$ cat src/logic/scg_pkg.sv
// Constants, types and lookups for the clock gating and strap select block.
// Assumes one 125 MHz system clock and a classic Wishbone register port.
// Overview of operation
// - Mode strap latched at power-on: 1 desktop
// - Mode 0: stop inputs; mode 1: memory clocks
// - Frequency straps sampled once, later changes ignored
// - CPU stop gates processor clocks low, delayed restart
// - PCI stop gates five peripheral clocks low
// - Free peripheral clock stops only in power-down
// - Memory stop holds all memory clocks low
// - Power-down overrides stops, halts every clock
// - Super I/O strap picks 14.318 or 24 MHz
// - Voltage strap picks 3.3 V or 2.5 V drivers
// - Follow bit plus frequency bits decode frequencies
// - Reference and interrupt clocks stay fixed
// - Fixed 48 MHz output ignores frequency select
// - Strap pins input only during power-on reset
// - Gated clocks stop low, restart full pulses
// - Processor clock on/off within four cycles
package scg_pkg;
   // Register byte offsets
   localparam logic [7:0] OFS_CTRL = 8'h00;
   localparam logic [7:0] OFS_STATUS = 8'h04;
   localparam logic [7:0] OFS_FREQ0 = 8'h08;
   localparam logic [7:0] OFS_FREQ1 = 8'h0c;
   // Control register fields and reset value
   localparam int CTRL_SWSEL_BIT = 0;
   localparam int CTRL_CODE_LSB = 1;
   localparam int CTRL_SPREAD_BIT = 5;
   localparam logic [5:0] CTRL_RST = 6'h00;
   // Strap pin positions
   localparam int SP_MODE = 0;
   localparam int SP_FREQ_B0 = 1;
   localparam int SP_FREQ_B1 = 2;
   localparam int SP_FREQ_B2 = 3;
   localparam int SP_SUPERIO = 4;
   localparam int SP_VOLT = 5;
   localparam int SP_FOLLOW = 6;
   // Shared pin positions
   localparam int SH_CPU_STOP = 0;
   localparam int SH_PCI_STOP = 1;
   localparam int SH_MEM_STOP = 2;
   localparam int SH_PD = 3;
   // Filter reset: stops idle high, straps low
   localparam logic [10:0] FLT_RST = 11'h00f;
   // Timing
   localparam int CLK_MHZ = 125;
   localparam int STRAP_NS = 64;
   localparam int STRAP_CYC = (STRAP_NS * CLK_MHZ + 999) / 1000;
   localparam int CPU_ON_WAIT = 2;
   localparam int PD_MAX_MS = 3;
   localparam int PD_MAX_CYC = PD_MAX_MS * CLK_MHZ * 1000;
   localparam int SYNC_LAT = 4;
   // Latched strap set
   typedef struct packed {
      logic mode;
      logic follow;
      logic superio;
      logic volt;
      logic [2:0] fs;
   } scg_strap_t;
   // Operating phase
   typedef enum logic [1:0] {
      ST_STRAP = 2'b00,
      ST_RUN = 2'b01,
      ST_DOWN = 2'b10
   } scg_phase_t;
   // Frequency table {cpu, mem, pci}, units of 10 kHz
   function automatic logic [47:0] freq_decode(input logic [3:0] code);
      logic [47:0] f;
      f = 48'h0;
      unique case (code)
         4'h0: f = {16'h2328, 16'h2328, 16'h0bb8};
         4'h1: f = {16'h1a0e, 16'h2715, 16'h0d07};
         4'h2: f = {16'h251c, 16'h18bd, 16'h0c5e};
         4'h3: f = {16'h2710, 16'h1a0a, 16'h0d05};
         4'h4: f = {16'h2710, 16'h1d4c, 16'h0bb8};
         4'h5: f = {16'h2bc0, 16'h1d2a, 16'h0e95};
         4'h6: f = {16'h3070, 16'h204a, 16'h0c1c};
         4'h7: f = {16'h3412, 16'h22b6, 16'h0d04};
         4'h8: f = {16'h1a0e, 16'h1a0e, 16'h0d07};
         4'h9: f = {16'h1d4c, 16'h1d4c, 16'h0bb8};
         4'ha: f = {16'h208a, 16'h208a, 16'h0d04};
         4'hb: f = {16'h251c, 16'h251c, 16'h0c5e};
         4'hc: f = {16'h2710, 16'h2710, 16'h0d05};
         4'hd: f = {16'h2bc0, 16'h2bc0, 16'h0e95};
         4'he: f = {16'h3070, 16'h3070, 16'h0c1c};
         4'hf: f = {16'h3412, 16'h3412, 16'h0d05};
      endcase
      return f;
   endfunction
endpackage

$ cat src/logic/scg_top.sv
// Clock gating, strap capture and register port of the clock synthesizer.
// Assumes straps are stable around reset release and stop pins are async.
`timescale 1ns/1ps
module scg_top #(
   parameter int PD_ENTRY_CYC = scg_pkg::PD_MAX_CYC
) (
   input wire logic mclk_in,
   input wire logic nrst_in,
   input wire logic wb_cyc_in,
   input wire logic wb_stb_in,
   input wire logic wb_we_in,
   input wire logic [7:0] wb_adr_in,
   input wire logic [3:0] wb_sel_in,
   input wire logic [31:0] wb_dat_in,
   output logic [31:0] wb_dat_out,
   output logic wb_ack_out,
   input wire logic [6:0] strap_pin_in,
   output logic [6:0] strap_pin_out,
   output logic [6:0] strap_pin_oe_out,
   input wire logic [3:0] shared_pin_in,
   output logic [3:0] shared_pin_out,
   output logic [3:0] shared_pin_oe_out,
   output logic [2:0] processor_clk_out,
   output logic [3:0] gated_periph_clk_out,
   output logic [8:0] mem_clk_out,
   output logic irq_controller_clk_out,
   output logic proc_buffer_2v5_out,
   output logic spread_enable_out,
   output logic osc_run_out
);
   import scg_pkg::*;

   // Clock stand-ins: one 4-bit phase counter runs in the run phase.
   // Bit 0 stands for the processor clock, bit 1 for the peripheral
   // clocks, bit 2 for the fixed 48 MHz and fast super I/O clocks,
   // bit 3 for the reference and interrupt-controller clocks.
   // Each output is a flop fed with the next counter value, so all
   // stand-ins of one group change on the same edge.
   // Gating never touches the counter itself: a stopped group only
   // masks its output, so the other groups keep their phase.
   // Power-down forces the counter to zero, which parks every
   // stand-in low and restarts them from a known phase.
   // Limitation: real rates and spread modulation are not modelled;
   // software reads the decoded rates from the frequency registers.
   // Memory clocks follow the processor stand-in when the follow
   // strap is set, otherwise the peripheral stand-in.

   // Power-down entry must fit the synchroniser latency
   if (PD_ENTRY_CYC < SYNC_LAT + 1) begin : g_chk
      $error("PD_ENTRY_CYC too small for synchroniser latency");
   end

   // State layout notes:
   // phase - strap capture, run or power-down
   // cnt - clock stand-in counter
   // strap_cnt - cycles spent in the strap window
   // s1, s2, s3 - three-flop pin synchroniser, straps above stops
   // flt - filtered pin levels, moved when s2 and s3 agree
   // strap - latched strap set, held until the next reset
   // ctrl - software control register
   // cpu_wait - restart delay after a processor stop release
   // Gate bits - group enables, moved only in a low phase
   // ack, dat - registered bus answer
   // Output fields - registered clock and pin outputs
   // Whole block state
   typedef struct packed {
      scg_phase_t phase;
      logic [3:0] cnt;
      logic [3:0] strap_cnt;
      logic [10:0] s1;
      logic [10:0] s2;
      logic [10:0] s3;
      logic [10:0] flt;
      scg_strap_t strap;
      logic [5:0] ctrl;
      logic [1:0] cpu_wait;
      logic cpu_gate;
      logic pci_gate;
      logic mem_gate;
      logic ack;
      logic [31:0] dat;
      logic [6:0] strap_o;
      logic [3:0] shared_o;
      logic [2:0] cpu_o;
      logic [3:0] pci_o;
      logic [8:0] mem_o;
      logic irq_o;
   } scg_state_t;

   scg_state_t st_r;
   scg_state_t st_nxt;

   // Filter hazard: the first stage may go metastable, so only the
   // second and third stages are compared. A level that differs
   // between them is not yet trusted and the old value is kept.
   // A glitch shorter than one cycle can therefore never reach
   // the gates or the strap latch.
   // Counts a change once second and third stages agree
   function automatic logic [10:0] filt(input logic [10:0] a,
                                        input logic [10:0] b,
                                        input logic [10:0] old);
      return (~(a ^ b) & b) | ((a ^ b) & old);
   endfunction

   // Gate hazard: moving a gate while its source is high would cut
   // a high phase short. Holding the gate until the source is low
   // makes every stop land low and every restart begin with a
   // complete high phase.
   // The source passed in is the current counter bit, so the
   // output flop launched with the new gate starts a fresh phase.
   // Gate moves only while its source is low, so highs stay whole
   function automatic logic gate_upd(input logic src, input logic want,
                                     input logic old);
      return src ? old : want;
   endfunction

   // Combinational helpers
   logic [3:0] stops_n;
   logic [3:0] code;
   logic [47:0] freq;
   logic cpu_want;
   logic run;
   logic s_cpu, s_pci, s_mem, s_ref, s_48, s_superio;
   logic [3:0] cn;
   logic bus_req;

   // Next state
   always_comb begin
      st_nxt = st_r;
      // Pin synchronisers, three stages
      st_nxt.s1 = {strap_pin_in, shared_pin_in};
      st_nxt.s2 = st_r.s1;
      st_nxt.s3 = st_r.s2;
      st_nxt.flt = filt(st_r.s2, st_r.s3, st_r.flt);
      // Desktop mode has no stop pins: all read inactive
      stops_n = st_r.strap.mode ? 4'hf : st_r.flt[3:0];
      run = 1'b0;
      unique case (st_r.phase)
         // Strap window: the pins are inputs and the filter settles.
         // The window outlasts the filter delay, so the latched set
         // reflects the board straps, not the reset value of the
         // filter. After the latch the set never changes until reset.
         ST_STRAP: begin
            // Straps read as inputs until the window ends
            st_nxt.strap_cnt = st_r.strap_cnt + 4'h1;
            if (st_r.strap_cnt == 4'(STRAP_CYC)) begin
               st_nxt.strap.mode = st_r.flt[4 + SP_MODE];
               st_nxt.strap.fs = {st_r.flt[4 + SP_FREQ_B2],
                                  st_r.flt[4 + SP_FREQ_B1],
                                  st_r.flt[4 + SP_FREQ_B0]};
               st_nxt.strap.superio = st_r.flt[4 + SP_SUPERIO];
               st_nxt.strap.volt = st_r.flt[4 + SP_VOLT];
               st_nxt.strap.follow = st_r.flt[4 + SP_FOLLOW];
               st_nxt.phase = ST_RUN;
            end
         end
         ST_RUN: begin
            run = 1'b1;
            if (!stops_n[SH_PD]) begin
               st_nxt.phase = ST_DOWN;
            end
         end
         ST_DOWN: begin
            if (stops_n[SH_PD]) begin
               st_nxt.phase = ST_RUN;
            end
         end
         default: begin
            st_nxt.phase = ST_STRAP;
         end
      endcase
      // Oscillator halts in power-down; restart from zero phase
      cn = run ? st_r.cnt + 4'h1 : 4'h0;
      st_nxt.cnt = cn;
      // Source clocks of next cycle
      s_cpu = cn[0];
      s_pci = cn[1];
      s_mem = st_r.strap.follow ? cn[0] : cn[1];
      s_ref = cn[3];
      s_48 = cn[2];
      s_superio = st_r.strap.superio ? cn[2] : cn[3];
      // Processor restart: the released stop must first pass the
      // filter, then the wait counter, then a low phase of the
      // processor stand-in. That keeps the turn-on latency above
      // three processor periods and below four.
      // Stopping needs no wait: the want bit drops as soon as the
      // filtered level goes low, and the gate follows in the next
      // low phase, well inside four processor periods.
      // The wait counter saturates, so a long run costs nothing.
      // Processor restart waits after release
      if (!stops_n[SH_CPU_STOP]) begin
         st_nxt.cpu_wait = 2'h0;
      end else if (st_r.cpu_wait != 2'(CPU_ON_WAIT)) begin
         st_nxt.cpu_wait = st_r.cpu_wait + 2'h1;
      end
      cpu_want = stops_n[SH_CPU_STOP] &&
                 st_r.cpu_wait == 2'(CPU_ON_WAIT);
      // Group gates, moved only in a low phase
      st_nxt.cpu_gate = gate_upd(st_r.cnt[0], cpu_want,
                                 st_r.cpu_gate);
      st_nxt.pci_gate = gate_upd(st_r.cnt[1], stops_n[SH_PCI_STOP],
                                 st_r.pci_gate);
      st_nxt.mem_gate = gate_upd(st_r.strap.follow ? st_r.cnt[0]
                                 : st_r.cnt[1], stops_n[SH_MEM_STOP],
                                 st_r.mem_gate);
      // Output flops
      st_nxt.cpu_o = {3{s_cpu & st_nxt.cpu_gate}};
      st_nxt.pci_o = {4{s_pci & st_nxt.pci_gate}};
      st_nxt.mem_o = {9{s_mem & st_nxt.mem_gate}};
      st_nxt.irq_o = s_ref;
      // Strap pins from bit 0: reference 0, 48 MHz, free peripheral,
      // gated peripheral 0, super I/O, reference 2, reference 1
      st_nxt.strap_o = {s_ref, s_ref, s_superio, s_pci & st_nxt.pci_gate,
                        s_pci, s_48, s_ref};
      // Desktop mode drives memory clocks 12..9 on shared pins
      st_nxt.shared_o = st_r.strap.mode ?
                        {4{s_mem & st_nxt.mem_gate}} : 4'h0;
      // Bus answer: ack rises one cycle after a request is seen and
      // falls the cycle after, so a held request is answered every second cycle.
      // Read data is built in the request cycle and stands only
      // while ack is high; it is zero otherwise.
      // Unmapped offsets read zero and ignore writes.
      // Only the low byte lane of the control register is writable.
      // Wishbone slave, one wait state
      bus_req = wb_cyc_in & wb_stb_in;
      st_nxt.ack = bus_req & ~st_r.ack;
      code = st_r.ctrl[CTRL_SWSEL_BIT] ?
             {st_r.strap.follow, st_r.ctrl[CTRL_CODE_LSB +: 3]} :
             {st_r.strap.follow, st_r.strap.fs};
      freq = freq_decode(code);
      st_nxt.dat = 32'h0;
      if (bus_req & ~st_r.ack & ~wb_we_in) begin
         unique case (wb_adr_in)
            OFS_CTRL: st_nxt.dat = {26'h0, st_r.ctrl};
            // Status: stops 12:9, mode, follow, super I/O, voltage,
            // frequency straps 4:2, phase 1:0
            OFS_STATUS: st_nxt.dat = {19'h0, stops_n, st_r.strap.mode,
                                      st_r.strap.follow, st_r.strap.superio,
                                      st_r.strap.volt, st_r.strap.fs,
                                      st_r.phase};
            OFS_FREQ0: st_nxt.dat = freq[47:16];
            OFS_FREQ1: st_nxt.dat = {16'h0, freq[15:0]};
            default: st_nxt.dat = 32'h0;
         endcase
      end
      // Write lands on the edge the master sees ack
      if (bus_req & st_r.ack & wb_we_in & wb_sel_in[0] &&
          wb_adr_in == OFS_CTRL) begin
         st_nxt.ctrl = wb_dat_in[5:0];
      end
   end

   // Reset: synchronous and active low. Stop levels reset to their
   // idle high value and straps to zero, so no false stop is seen
   // while the synchroniser refills after release.
   // Gates reset closed; they open in the strap window, where the
   // counter is held at zero, so the first high pulse is whole.
   // State register
   always_ff @(posedge mclk_in) begin
      if (!nrst_in) begin
         st_r.phase <= ST_STRAP;
         st_r.cnt <= 4'h0;
         st_r.strap_cnt <= 4'h0;
         st_r.s1 <= FLT_RST;
         st_r.s2 <= FLT_RST;
         st_r.s3 <= FLT_RST;
         st_r.flt <= FLT_RST;
         st_r.strap <= '0;
         st_r.ctrl <= CTRL_RST;
         st_r.cpu_wait <= 2'h0;
         st_r.cpu_gate <= 1'b0;
         st_r.pci_gate <= 1'b0;
         st_r.mem_gate <= 1'b0;
         st_r.ack <= 1'b0;
         st_r.dat <= 32'h0;
         st_r.strap_o <= 7'h00;
         st_r.shared_o <= 4'h0;
         st_r.cpu_o <= 3'h0;
         st_r.pci_o <= 4'h0;
         st_r.mem_o <= 9'h000;
         st_r.irq_o <= 1'b0;
      end else begin
         st_r <= st_nxt;
      end
   end

   // Pin enables stay low through the strap window so the board
   // straps can be read; afterwards the shared pins drive only in
   // desktop mode, when they carry memory clocks.
   // In mobile mode the shared pins stay inputs for the stop and
   // power-down requests of the power manager.
   // Outputs, all from flops
   assign wb_dat_out = st_r.dat;
   assign wb_ack_out = st_r.ack;
   assign strap_pin_out = st_r.strap_o;
   assign strap_pin_oe_out = {7{st_r.phase != ST_STRAP}};
   assign shared_pin_out = st_r.shared_o;
   assign shared_pin_oe_out = {4{st_r.strap.mode &&
                                 st_r.phase != ST_STRAP}};
   assign processor_clk_out = st_r.cpu_o;
   assign gated_periph_clk_out = st_r.pci_o;
   assign mem_clk_out = st_r.mem_o;
   assign irq_controller_clk_out = st_r.irq_o;
   assign proc_buffer_2v5_out = st_r.strap.volt;
   assign spread_enable_out = st_r.ctrl[CTRL_SPREAD_BIT];
   assign osc_run_out = st_r.phase == ST_RUN;
endmodule

$ cat config.mk
export PLATFORM = sky130hd
export DESIGN_NAME = scg_top
export DESIGN_NICKNAME = d
export VERILOG_FILES = /design/src/logic/scg_pkg.sv /design/src/logic/scg_top.sv
export SDC_FILE = /design/constraint.sdc
export NUM_CORES = 1
export LEC_CHECK = 0
export ABC_AREA = 1
export BUFFER_PORTS_ARGS = -buffer_cell sky130_fd_sc_hd__buf_2
export CAP_MARGIN = 20
export CORE_UTILIZATION = 57
export DETAILED_ROUTE_END_ITERATION = 10
export PLACE_DENSITY = 0.89
export SLEW_MARGIN = 0
export SYNTH_ARGS = -nofsm -noshare
export SYNTH_HDL_FRONTEND = slang
export SYNTH_SLANG_ARGS = --single-unit
$ cat constraint.sdc
create_clock -name mclk_in -period 3.4 [get_ports mclk_in]
set_input_delay 0 -clock mclk_in [delete_from_list [all_inputs] [get_ports mclk_in]]
set_output_delay 0 -clock mclk_in [all_outputs]
set_load 0.01 [all_outputs]
Word-level counts from Yosys, hierarchy flattened
Memory sizes are Yosys's and may differ from the RTL's.
Cells that the tools add are included.

cells by class
  add/sub/neg operators = 3
  eq/ne operators = 11
  muxes and demuxes = 15
  bitwise operators = 16
  reductions and logical operators = 11

operators by type and width
  kind                   number
  $pmux W32 S4           1
  $and A11 B11 Y11       2
  $eq A8 B4 Y1 const B   2
  $not A11 Y11           1
  $or A11 B11 Y11        1
  $xor A11 B11 Y11       1
  $and A1 B1 Y1          9
  $add A4 B1 Y4 const B  2
  $eq A8 B3 Y1 const B   1
  $logic_not A8 Y1       1
  $mux W4                2
  $ne A2 B2 Y1 const B   4
  $reduce_and A2 Y1      4
  $mux W1                7
  $mux W2                3
  $pmux W2 S3            1
  $eq A2 B2 Y1 const B   2
  $eq A4 B4 Y1 const B   1
  $logic_and A1 B1 Y1    3
  $mux W3                1
  $reduce_and A3 Y1      1
  $add A2 B1 Y2 const B  1
  $eq A2 B1 Y1 const B   1
  $logic_not A2 Y1       1
  other kinds (2)        3

storage, ports and cells
  flip-flop bits (word level) = 116
  bits in read-only memories = 608
  input bits = 60
  word-level logic and storage cells = 82
  memories = 1

memory list
  memory           depth  width  read ports  clocked after memory_dff  write ports  line           RTL
  (no name shown)  16     38     1           0                         0            scg_pkg.sv:72  unique case (code)

Logic depth before layout (Yosys ltp)
Gate-level depths: netlist (run 1).

  depth after elaboration = 5
  mapped depth = 13

Worst setup path before layout (run 1)
No wires, ideal clock.

  path kind = flip-flop to flip-flop
  start = register st_r[66] (netlist bit)
  end = register st_r (netlist bit wb_dat_out[2])
  arrival = 1549 ps
  slack = 1742 ps
  cell stages (with the launch flop) = 13
  buffers on the path = 1
  clock period less this slack = 1658 ps
  cell sequence = dfxtp_1 buf_6 inv_4 nand2_1 nand2_1 ha_1 nand3_1 nand2_1 nand2_1 nand3_1 nand3_1 nand2_1 inv_1

between the ends
  word-level cells in the longest chain between the ends = 3

ends and longest elaborated chain
  what                      line            RTL
  start: declaration        scg_top.sv:90   scg_state_t st_r;
  start signal: assignment  scg_top.sv:283  st_r <= st_nxt;
  $mux W3                   scg_top.sv:227  code = st_r.ctrl[CTRL_SWSEL_BIT] ?
  $mem_v2 Z16 W38           -
  $pmux W32 S4              scg_top.sv:233  unique case (wb_adr_in)

No other way between the ends.
A chain may end at the register's enable or synchronous reset.

Worst setup path in the final report (run 1)
Ends and elaborated chain as after synthesis.

==> metrics.txt, run 1 <==
slowest stage cell on the critical path=dfxtp_1; layout cells sized above 1=22.59%; crit-path max cell delay=530 ps; routability cong.=0.8556; Clk pin slew, worst setup/hold paths=100 ps; Sw Share=24.17%; Nets=773; Wirelength per Cell=12.82 um; status=finished, final reports clean; Slew Limit Fails=0; Yosys warnings=0; total wire length=10370 um; post-synth top area cell=dfxtp_1; RSZ-0062 raised after global routing=no; synthesized area=4938 um2; grt total ovfl=0; drt via density=5.070; ANT nets after route=0; Logic pwr share=6.8%; Psw=530.4 uW; Finish-stage setup viols=0; pin count of the biggest net entering global routing=46; Initial Util=59.51%; reg2reg start=st_r[66]; Hold Path Sink=wb_dat_out[12]; HP Class=input pin to register; 1st-pass router iterations=7; vias in the first global route=3819; FF-to-FF setup slack=1160 ps; clk_lat worst skew=370 ps; first-iteration detailed-routing DRC count=181; largest cells by area after synthesis=dfxtp_1 (42%), buf_4 (11%), nand2_1 (9.5%); critical path type=register to register; core area=8299 um2; crit path max fanout=10; Final Cycle Share=65.79%; die area=9040 um2; Hold Crit Start=wb_adr_in[0]; Seq pwr share=57.7%; Netlist cell types=37; #FFs+latches synth=104; CP startpoint kind=register; Clock Path Buffers=2; final design utilization=64.65%; number of max-cap violations=0; power share of the clock group=35.4%; DR DRC count=0; power after layout=2194 uW; CP dominant cell by count=nand2_1; Worst Skew=11.83 ps; synthesized area per cell=7.563 um2; clock root buffer master=clkbuf_8; most common cell after layout, fill and taps aside=nand2_1; r2r endpoint=wb_dat_out[2]; Die Span Y=95.08 um; clk sinks=104; fill count=707; Cell Chain, Critical Path=inv_4, nand2_1, nand2_1, ha_1, nand3_1, nand2_1, nand2_1, nand3_1, nand3_1, nand2_1, inv_1; Antenna Diode Count=0; Worst Path Required=3680 ps; Seq/Total Area, Yosys=42.16%; I/O pins=135; power per cell area=409.0 nW/um2; Setup TNS=0 ps; I/O Buffers=100; endpoint type of the worst setup path=register; post-layout minimum cycle time=2237 ps; Final Hold Viols=0; DR vias=4102; highest clock rate=0.4470 GHz; initial antenna violation count=0; CTS tree=yes; H-Tree Depth=3; top cell type's share of synthesized area=42.16%; commonest non-fill, non-tap cells in the layout=nand2_1 (125), dfxtp_1 (104), buf_2 (100), inv_1 (62), nor2_1 (62); die extent in x=95.08 um; Row Count=33; Slew HR=49.03%; maximum vdd drop=0.2123 mV; global-route wire length before repair=17200 um; cts bufs inserted=9; r2r worst-path depth=11; Internal=1664 uW; all-layer global routing usage=24.71%; Static Leakage=0.002688 uW; DP Wirelength=7284 um; hold path cells=4; area grow syn2layout=8.640%; worst path arrival time=2520 ps; cells after synthesis=653; Slew @ Worst Pin=763.7 ps
cells by family after synthesis:
| logic type | count (synthesis) | synth area share, % |
|---|---|---|
| AND/OR/NAND/NOR | 280 | 25.74 |
| buffers and inverters | 156 | 17.73 |
| flip-flops | 104 | 42.16 |
| AO/OA/AOI/OAI | 96 | 10.39 |
| adder cells (fa/ha/maj) | 14 | 3.547 |
| XOR/XNOR | 2 | 0.3548 |
| other | 1 | 0.07593 |
synth_stat cells:
library cell	count
o21ai_1	7
nand2_2	6
a21oi_1	45
ha_1	14
or2_2	13
nor3_1	8
clkbuf_1	10
a31oi_1	1
nand3_1	46
inv_1	62
nor4_1	1
a22oi_1	1
inv_4	2
buf_4	71
nor3_4	1
o211ai_1	2
o21ai_0	36
o22ai_1	1
nand2_1	125
nand2_4	1
buf_2	3
dfxtp_1	104
nor2_4	3
buf_6	2
inv_2	3
xor2_1	2
nor2_2	7
nand4_1	2
nor2_8	1
buf_1	3
a211oi_2	3
nand4_2	1
or2_1	1
conb_1	1
nor2_1	62
nor3_2	1
nand3b_1	1
how the worst max path moves through the flow:
| stage | from | to | slack, ps | cells past startpoint |
|---|---|---|---|---|
| 2_1_floorplan | st_r[66] | wb_dat_out[2] | 1740 | 12 |
| 3_3_place_gp | st_r[66] | wb_dat_out[2] | 1270 | 11 |
| 3_5_place_dp | st_r[66] | wb_dat_out[2] | 1240 | 11 |
| 4_1_cts | st_r[66] | wb_dat_out[2] | 1220 | 11 |
| 5_1_grt | st_r[66] | wb_dat_out[2] | 990 | 11 |
| 6_report | st_r[66] | wb_dat_out[2] | 1160 | 11 |
final cells by class:
cell class,instances,area [um2],area share (%)
flip-flops and latches,104,2082,38.81
clock buffers,9,123.9,2.309
clock inverters,7,77.57,1.446
inverters,67,256.5,4.781
well taps,105,131.4,2.449
repair buffers,120,698.2,13.01
multi-input cells,397,1996,37.20
critical path: cells and delay by family, from the launching register on:
kind	cells	cell delay, ps
adders and majority gates	1	460
buffers and inverters	2	110
DFF	1	530
and+or+nand+nor	8	1030
metrics by stage:
stage	hold WS, ps	area, um2	std cells	worst slack (ps)
floorplan	97.63	4954	657	1742
global placement	181.2	4974	774	1266
detailed placement	186.9	4974	774	1239
CTS	34.47	5365	809	1224
global route	70.48	5365	809	988.2
finish	51.41	5365	809	1163
per-layer routing:
layer	GRT usage, %	part of all wire (%)	up-vias
li1	-	-	2087
met1	28.65	43	1853
met2	44.70	50	142
met3	4.864	4.8	20
met4	8.965	1.9	0
met5	0	0	-
power by group through the flow:
stage	Sequential, uW	Combinational [uW]	Clock (uW)
after floorplan	1290	97.8	0
after global placement	1290	121	0
after detailed placement	1290	132	0
after CTS	1270	149	783
after global routing	1270	171	842
final	1270	150	777
repair_timing:
item	CTS	global route
resized for setup	0	0
endpoints found under the hold margin	18	0
setup buffers	0	0
hold buffers	19	0
Note: power is estimated with default switching activity, not from simulation.
==> run 2: changes to the inputs <==
--- a/config.mk
+++ b/config.mk
@@ -8,9 +8,9 @@
 export ABC_AREA = 1
 export BUFFER_PORTS_ARGS = -buffer_cell sky130_fd_sc_hd__buf_2
 export CAP_MARGIN = 20
-export CORE_UTILIZATION = 57
+export CORE_UTILIZATION = 53
 export DETAILED_ROUTE_END_ITERATION = 10
-export PLACE_DENSITY = 0.89
+export PLACE_DENSITY = 0.84
 export SLEW_MARGIN = 0
 export SYNTH_ARGS = -nofsm -noshare
 export SYNTH_HDL_FRONTEND = slang
==> constraint.sdc (replaced) <==
create_clock -name mclk_in -period 2.1 [get_ports mclk_in]
set_input_delay 0 -clock mclk_in [delete_from_list [all_inputs] [get_ports mclk_in]]
set_output_delay 0 -clock mclk_in [all_outputs]
set_load 0.01 [all_outputs]
==> run 2 against run 1 <==
The run now ends with design-rule violations left; sequential power grew 61%; largest power group unchanged; largest cell class unchanged; maximum frequency grew 24%; via count grew 1.6%; global-route usage shrank 1.8 points; clock skew shrank 5.4 ps; cell count grew 1.7%; utilization shrank 3.4 points; combinational power grew 65%; clock-buffer cell count is the same; total power grew 59%; critical path type unchanged.
==> metrics.txt, run 2 (synthesized netlist as in run 1, its figures left out) <==
Static Leakage=0.002725 uW (+1.3%); delay-heaviest family, CP=simple AND/OR/NAND/NOR gates; post-layout minimum cycle time=1805 ps (-431.9 ps); final design utilization=61.27% (-3.4 points); crit-path max cell delay=430 ps (-100 ps); Initial Util=55.54% (-4.0 points); HP Class=input pin to register; Wirelength per Cell=12.94 um (+0.98%); FF-to-FF setup slack=290 ps (-870 ps); area grow syn2layout=10.31%; I/O pins=135 (unchanged); RSZ-0062 raised after global routing=no; fin area=5448 um2 (+1.5%); drt via density=5.066 (about the same); Seq pwr share=58.7% (+1.0 points); fill count=796 (+13%); ANT nets after route=0 (unchanged); placed cell area=5060 um2 (+1.7%); CTS tree=yes; Slew Limit Fails=0 (unchanged); Logic pwr share=7.1% (+0.3 points); Worst Hold Margin=52.23 ps (+0.8162 ps); crit path max fanout=9 (-1); layout cells sized above 1=24.06% (+1.5 points); Worst path depth=11 (unchanged); DR vias=4169 (+1.6%); Final Hold Viols=0 (unchanged); Final Cycle Share=85.96% (+20 points); 1st-pass router iterations=8 (+1); clk_lat worst skew=370 ps (about the same); DP Wirelength=7743 um (+6.3%); CP dominant cell by count=nand2_1; number of max-cap violations=0 (unchanged); DR DRC count=9 (+9); highest clock rate=0.5540 GHz (+24%); cts bufs inserted=9 (unchanged); r2r worst-path depth=11 (unchanged); die area=9708 um2 (+7.4%); Post-CTS Setup Inserts=0 (unchanged); Internal=2588 uW (+56%); die extent in x=98.53 um (+3.6%); I/O Buffers=100 (unchanged); grt total ovfl=0 (unchanged); H-Tree Depth=3 (unchanged); core area=8891 um2 (+7.1%); Sw Share=25.90% (+1.7 points); vias in the first global route=3853 (+0.89%); pin count of the biggest net entering global routing=45 (-2.2%); Setup TNS=0 ps (unchanged); r2r endpoint=wb_dat_out[2]; Worst Path Required=2380 ps (-1300 ps); critical path type=register to register; crit path launch=st_r[66]; CP startpoint kind=register; Clock Path Buffers=2 (unchanged); Row Count=34 (+3.0%); endpoint type of the worst setup path=register; all-layer global routing usage=22.87% (-1.8 points); status=finished, violations left; clk sinks=104 (unchanged); Psw=904.6 uW (+71%); footprint of the multi-input gates=2001 um2 (+0.25%); commonest non-fill, non-tap cells in the layout=nand2_1 (125), dfxtp_1 (103), buf_2 (100), inv_1 (62), nor2_1 (62); initial antenna violation count=0 (unchanged); CP endpoint=wb_dat_out[2]; global-route wire length before repair=17750 um (+3.2%); worst path arrival time=2080 ps (-440 ps); Slew @ Worst Pin=499.7 ps (-263.9 ps); maximum vdd drop=0.4014 mV (+89%); Slew HR=66.59% (+18 points); Nets=784 (+1.4%); Antenna Diode Count=0 (unchanged); slowest stage cell on the critical path=dfxtp_2; power share of the clock group=34.3% (-1.1 points); power per cell area=641.1 nW/um2 (+57%); power after layout=3493 uW (+59%); Cell Chain, Critical Path=inv_4, nand2_1, nand2_1, ha_1, nand3_2, nand2_1, nand2_1, nand3_1, nand3_1, nand2_1, inv_1; Finish-stage setup viols=0 (unchanged); most common cell after layout, fill and taps aside=nand2_1; total wire length=10650 um (+2.7%); sequential cell area=2083 um2 (about the same); Worst Skew=6.442 ps (-5.391 ps); clock root buffer master=clkbuf_8; reg2reg start=st_r[66]; Clk pin slew, worst setup/hold paths=100 ps (about the same); routability cong.=0.8410 (-1.7%); failing checks=design-rule violations; Die Span Y=98.53 um (+3.6%); Buf+Inv Stages, Crit Path=2 (unchanged); first-iteration detailed-routing DRC count=186 (+2.8%)
run 2: cell count changes in the layout (fill, tap and decap cells not counted), sizes merged:
cell      before  now
buf          101  112
clkinvlp       0    3
clkinv         4    2
bufinv         1    0
run 2: final cells by class:
class | count | area share (%)
timing repair buffer | 131 | 14.33
multi-input combinational | 397 | 36.72
clock buffer | 9 | 2.274
inverter | 67 | 4.708
sequential | 104 | 38.24
clock inverter | 7 | 1.240
tap | 108 | 2.480
run 2: worst register-to-register path: stages (launching register included):
cell	delay [ps]
dfxtp_2	430
inv_4	60
nand2_1	60
nand2_1	160
ha_1	410
nand3_2	180
nand2_1	120
nand2_1	50
nand3_1	80
nand3_1	60
nand2_1	60
inv_1	40
run 2: worst min path at each step:
stage | slack, ps | cells past startpoint | end | from
global placement | 180 | 3 | st_nxt[108] | strap_pin_in[3]
CTS | 40 | 4 | wb_dat_out[11] | wb_adr_in[0]
finish | 50 | 4 | wb_dat_out[11] | wb_adr_in[0]
detailed placement | 190 | 3 | st_nxt[108] | strap_pin_in[3]
floorplan | 100 | 2 | st_nxt[105] | strap_pin_in[0]
global route | 60 | 4 | wb_dat_out[11] | wb_adr_in[0]
run 2: power by group through the flow:
stage	logic [uW]	clock network (uW)	registers, uW
global route	284	1290	2050
CTS	246	1210	2050
finish	247	1200	2050
detailed placement	218	0	2090
floorplan	158	0	2090
global placement	202	0	2090
run 2: repair_timing:
item	4_1_cts	5_1_grt
endpoints found under the setup margin	0	4
gates resized for setup	0	2
hold endpoints to repair	18	0
hold buffers	19	0
run 2: through the flow:
stage,worst slack [ps],cells
after floorplan,441.8,657
after global placement,200.4,788
after detailed placement,124.1,788
after CTS,101.9,823
after global routing,110.2,823
final,294.8,823
run 2: layer usage:
layer  wire (um)  GRT usage, %  vias up
met4         131         6.315        0
met5           0             0        -
met2        5298         39.92      153
met3         606         4.539       13
li1            -             -     2111
met1        4616         28.77     1892
==> run 3: changes to the inputs <==
--- a/config.mk
+++ b/config.mk
@@ -8,9 +8,11 @@
 export ABC_AREA = 1
 export BUFFER_PORTS_ARGS = -buffer_cell sky130_fd_sc_hd__buf_2
 export CAP_MARGIN = 20
-export CORE_UTILIZATION = 53
+export CORE_MARGIN = 2
+export CORE_UTILIZATION = 54
+export CTS_BUF_LIST = sky130_fd_sc_hd__clkbuf_4
 export DETAILED_ROUTE_END_ITERATION = 10
-export PLACE_DENSITY = 0.84
+export PLACE_DENSITY = 0.85
 export SLEW_MARGIN = 0
 export SYNTH_ARGS = -nofsm -noshare
 export SYNTH_HDL_FRONTEND = slang
==> run 3 against run 2 <==
The flow now finishes without violations; flip-flop and latch count unchanged; clock power down 11%; register-to-register slack about the same; critical endpoint unchanged.
==> metrics.txt, run 3 (synthesized netlist as in run 1, its figures left out) <==
final design utilization=61.96% (+0.69 points); area grow syn2layout=10.49%; Final Hold Viols=0 (unchanged); vias in the first global route=3966 (+2.9%); Clock Path Buffers=2 (unchanged); global-route wire length before repair=17980 um (+1.3%); grt total ovfl=0 (unchanged); Finish-stage setup viols=0 (unchanged); power per cell area=619.0 nW/um2 (-3.4%); pin count of the biggest net entering global routing=45 (unchanged); first-iteration detailed-routing DRC count=155 (-17%); r2r worst-path depth=11 (unchanged); Final Cycle Share=86.55% (+0.59 points); post-layout minimum cycle time=1818 ps (+12.45 ps); Worst Path Required=2470 ps (+90 ps); total wire length=10880 um (+2.1%); RSZ-0062 raised after global routing=no; initial antenna violation count=0 (unchanged); CTS tree=yes; placed cell area=5067 um2 (+0.15%); 1st-pass router iterations=4 (-4); Nets=790 (+0.77%); r2r endpoint=wb_dat_out[2]; hold path cells=4 (unchanged); most common cell after layout, fill and taps aside=nand2_1; fin area=5456 um2 (+0.16%); clock root buffer master=clkbuf_4; cts bufs inserted=9 (unchanged); HP Class=input pin to register; I/O Buffers=100 (unchanged); Wirelength per Cell=13.12 um (+1.4%); Antenna Diode Count=0 (unchanged); core area=8806 um2 (-0.96%); clk sinks=104 (unchanged); worst path arrival time=2190 ps (+110 ps); footprint of the multi-input gates=1996 um2 (-0.25%); DR vias=4172 (+0.072%); FF-to-FF setup slack=280 ps (about the same); Hold Crit Start=wb_adr_in[4]; Static Leakage=0.002750 uW (+0.94%); H-Tree Depth=3 (unchanged); all-layer global routing usage=22.62% (-0.25 points); sequential cell area=2083 um2 (unchanged); layout cells sized above 1=23.86% (-0.20 points); clk_lat worst skew=450 ps (+80 ps); critical path type=register to register; Post-CTS Setup Inserts=0 (unchanged); maximum vdd drop=0.3926 mV (-2.2%); Clk pin slew, worst setup/hold paths=150 ps (+50 ps); routability cong.=0.9225 (+9.7%); final worst slack=282.4 ps (-12.45 ps); DP Wirelength=7921 um (+2.3%); Worst Skew=19.43 ps (+12.98 ps); die area=9926 um2 (+2.2%); highest clock rate=0.5502 GHz (-0.68%); I/O pins=135 (unchanged); crit path max fanout=9 (unchanged); CP startpoint kind=register; endpoint type of the worst setup path=register; DR DRC count=0 (-9); fill count=792 (-0.50%); Initial Util=56.08% (+0.54 points); Setup TNS=0 ps (unchanged); commonest non-fill, non-tap cells in the layout=nand2_1 (125), dfxtp_1 (103), buf_2 (100), inv_1 (62), nor2_1 (62); status=finished, final reports clean; die extent in x=99.63 um (+1.1%); reg2reg start=st_r[66]; number of max-cap violations=0 (unchanged); pre-CTS WS=211.3 ps (+87.15 ps); Row Count=34 (unchanged); Slew Limit Fails=0 (unchanged); ANT nets after route=0 (unchanged); Hold Path Sink=wb_dat_out[27]; drt via density=5.033 (-0.65%); Die Span Y=99.63 um (+1.1%)
run 3: cell types whose count changed in the layout (fill, tap and decap cells not counted):
cell | previous run | this run
clkbuf_4 | 0 | 10
clkbuf_8 | 9 | 0
dlygate4sd3_1 | 19 | 24
clkinvlp_4 | 3 | 0
buf_4 | 12 | 13
bufinv_16 | 0 | 1
clkinv_2 | 0 | 1
clkinv_8 | 1 | 0
inv_6 | 1 | 2
nand3_1 | 45 | 46
nand3_2 | 1 | 0
run 3: layout make-up:
class	count	share of cell area (%)
multi-input cells	397	36.57
clock buffers	10	1.376
repair buffers	137	15.36
inverters	67	4.701
clock inverters	6	1.330
flip-flops and latches	104	38.18
well taps	108	2.477
run 3: critical path: stages (launching register included):
cell	delay, ps
dfxtp_2	450
inv_4	70
nand2_1	60
nand2_1	100
ha_1	360
nand3_1	250
nand2_1	150
nand2_1	60
nand3_1	80
nand3_1	60
nand2_1	60
inv_1	40
run 3: power breakdown:
part | internal (uW) | switching (uW) | total, uW
logic | 115 | 138 | 254
clock network | 395 | 675 | 1070
registers | 2030 | 28.4 | 2050
run 3: per-stage QoR:
stage | std cells | hold WS, ps | total power, uW
floorplan | 657 | 97.63 | 2247
global placement | 789 | 179.6 | 2293
detailed placement | 789 | 187.8 | 2312
CTS | 829 | 22.62 | 3394
global route | 829 | 47.82 | 3509
finish | 829 | 32.09 | 3378
run 3: worst max-delay path by stage:
stage	start	endpoint	slack, ps	depth (start not counted)
2_1_floorplan	st_r[66]	wb_dat_out[2]	440	12
4_1_cts	wb_adr_in[0]	wb_dat_out[0]	110	9
3_3_place_gp	st_r[66]	wb_dat_out[2]	280	11
6_report	st_r[66]	wb_dat_out[2]	280	11
3_5_place_dp	st_r[66]	wb_dat_out[2]	210	11
5_1_grt	st_r[66]	wb_dat_out[2]	80	11
run 3: per-layer routing:
metal	wire length, um	GRT usage, %	vias up
li1	-	-	2121
met1	4594	26.80	1893
met2	5515	40.96	141
met3	569	3.654	17
met4	198	8.535	0
met5	0	0	-
run 3: what timing repair did:
item	CTS	global route
endpoints found under the setup margin	0	2
gates resized for setup	0	1
hold buffers	24	1
endpoints found under the hold margin	28	4
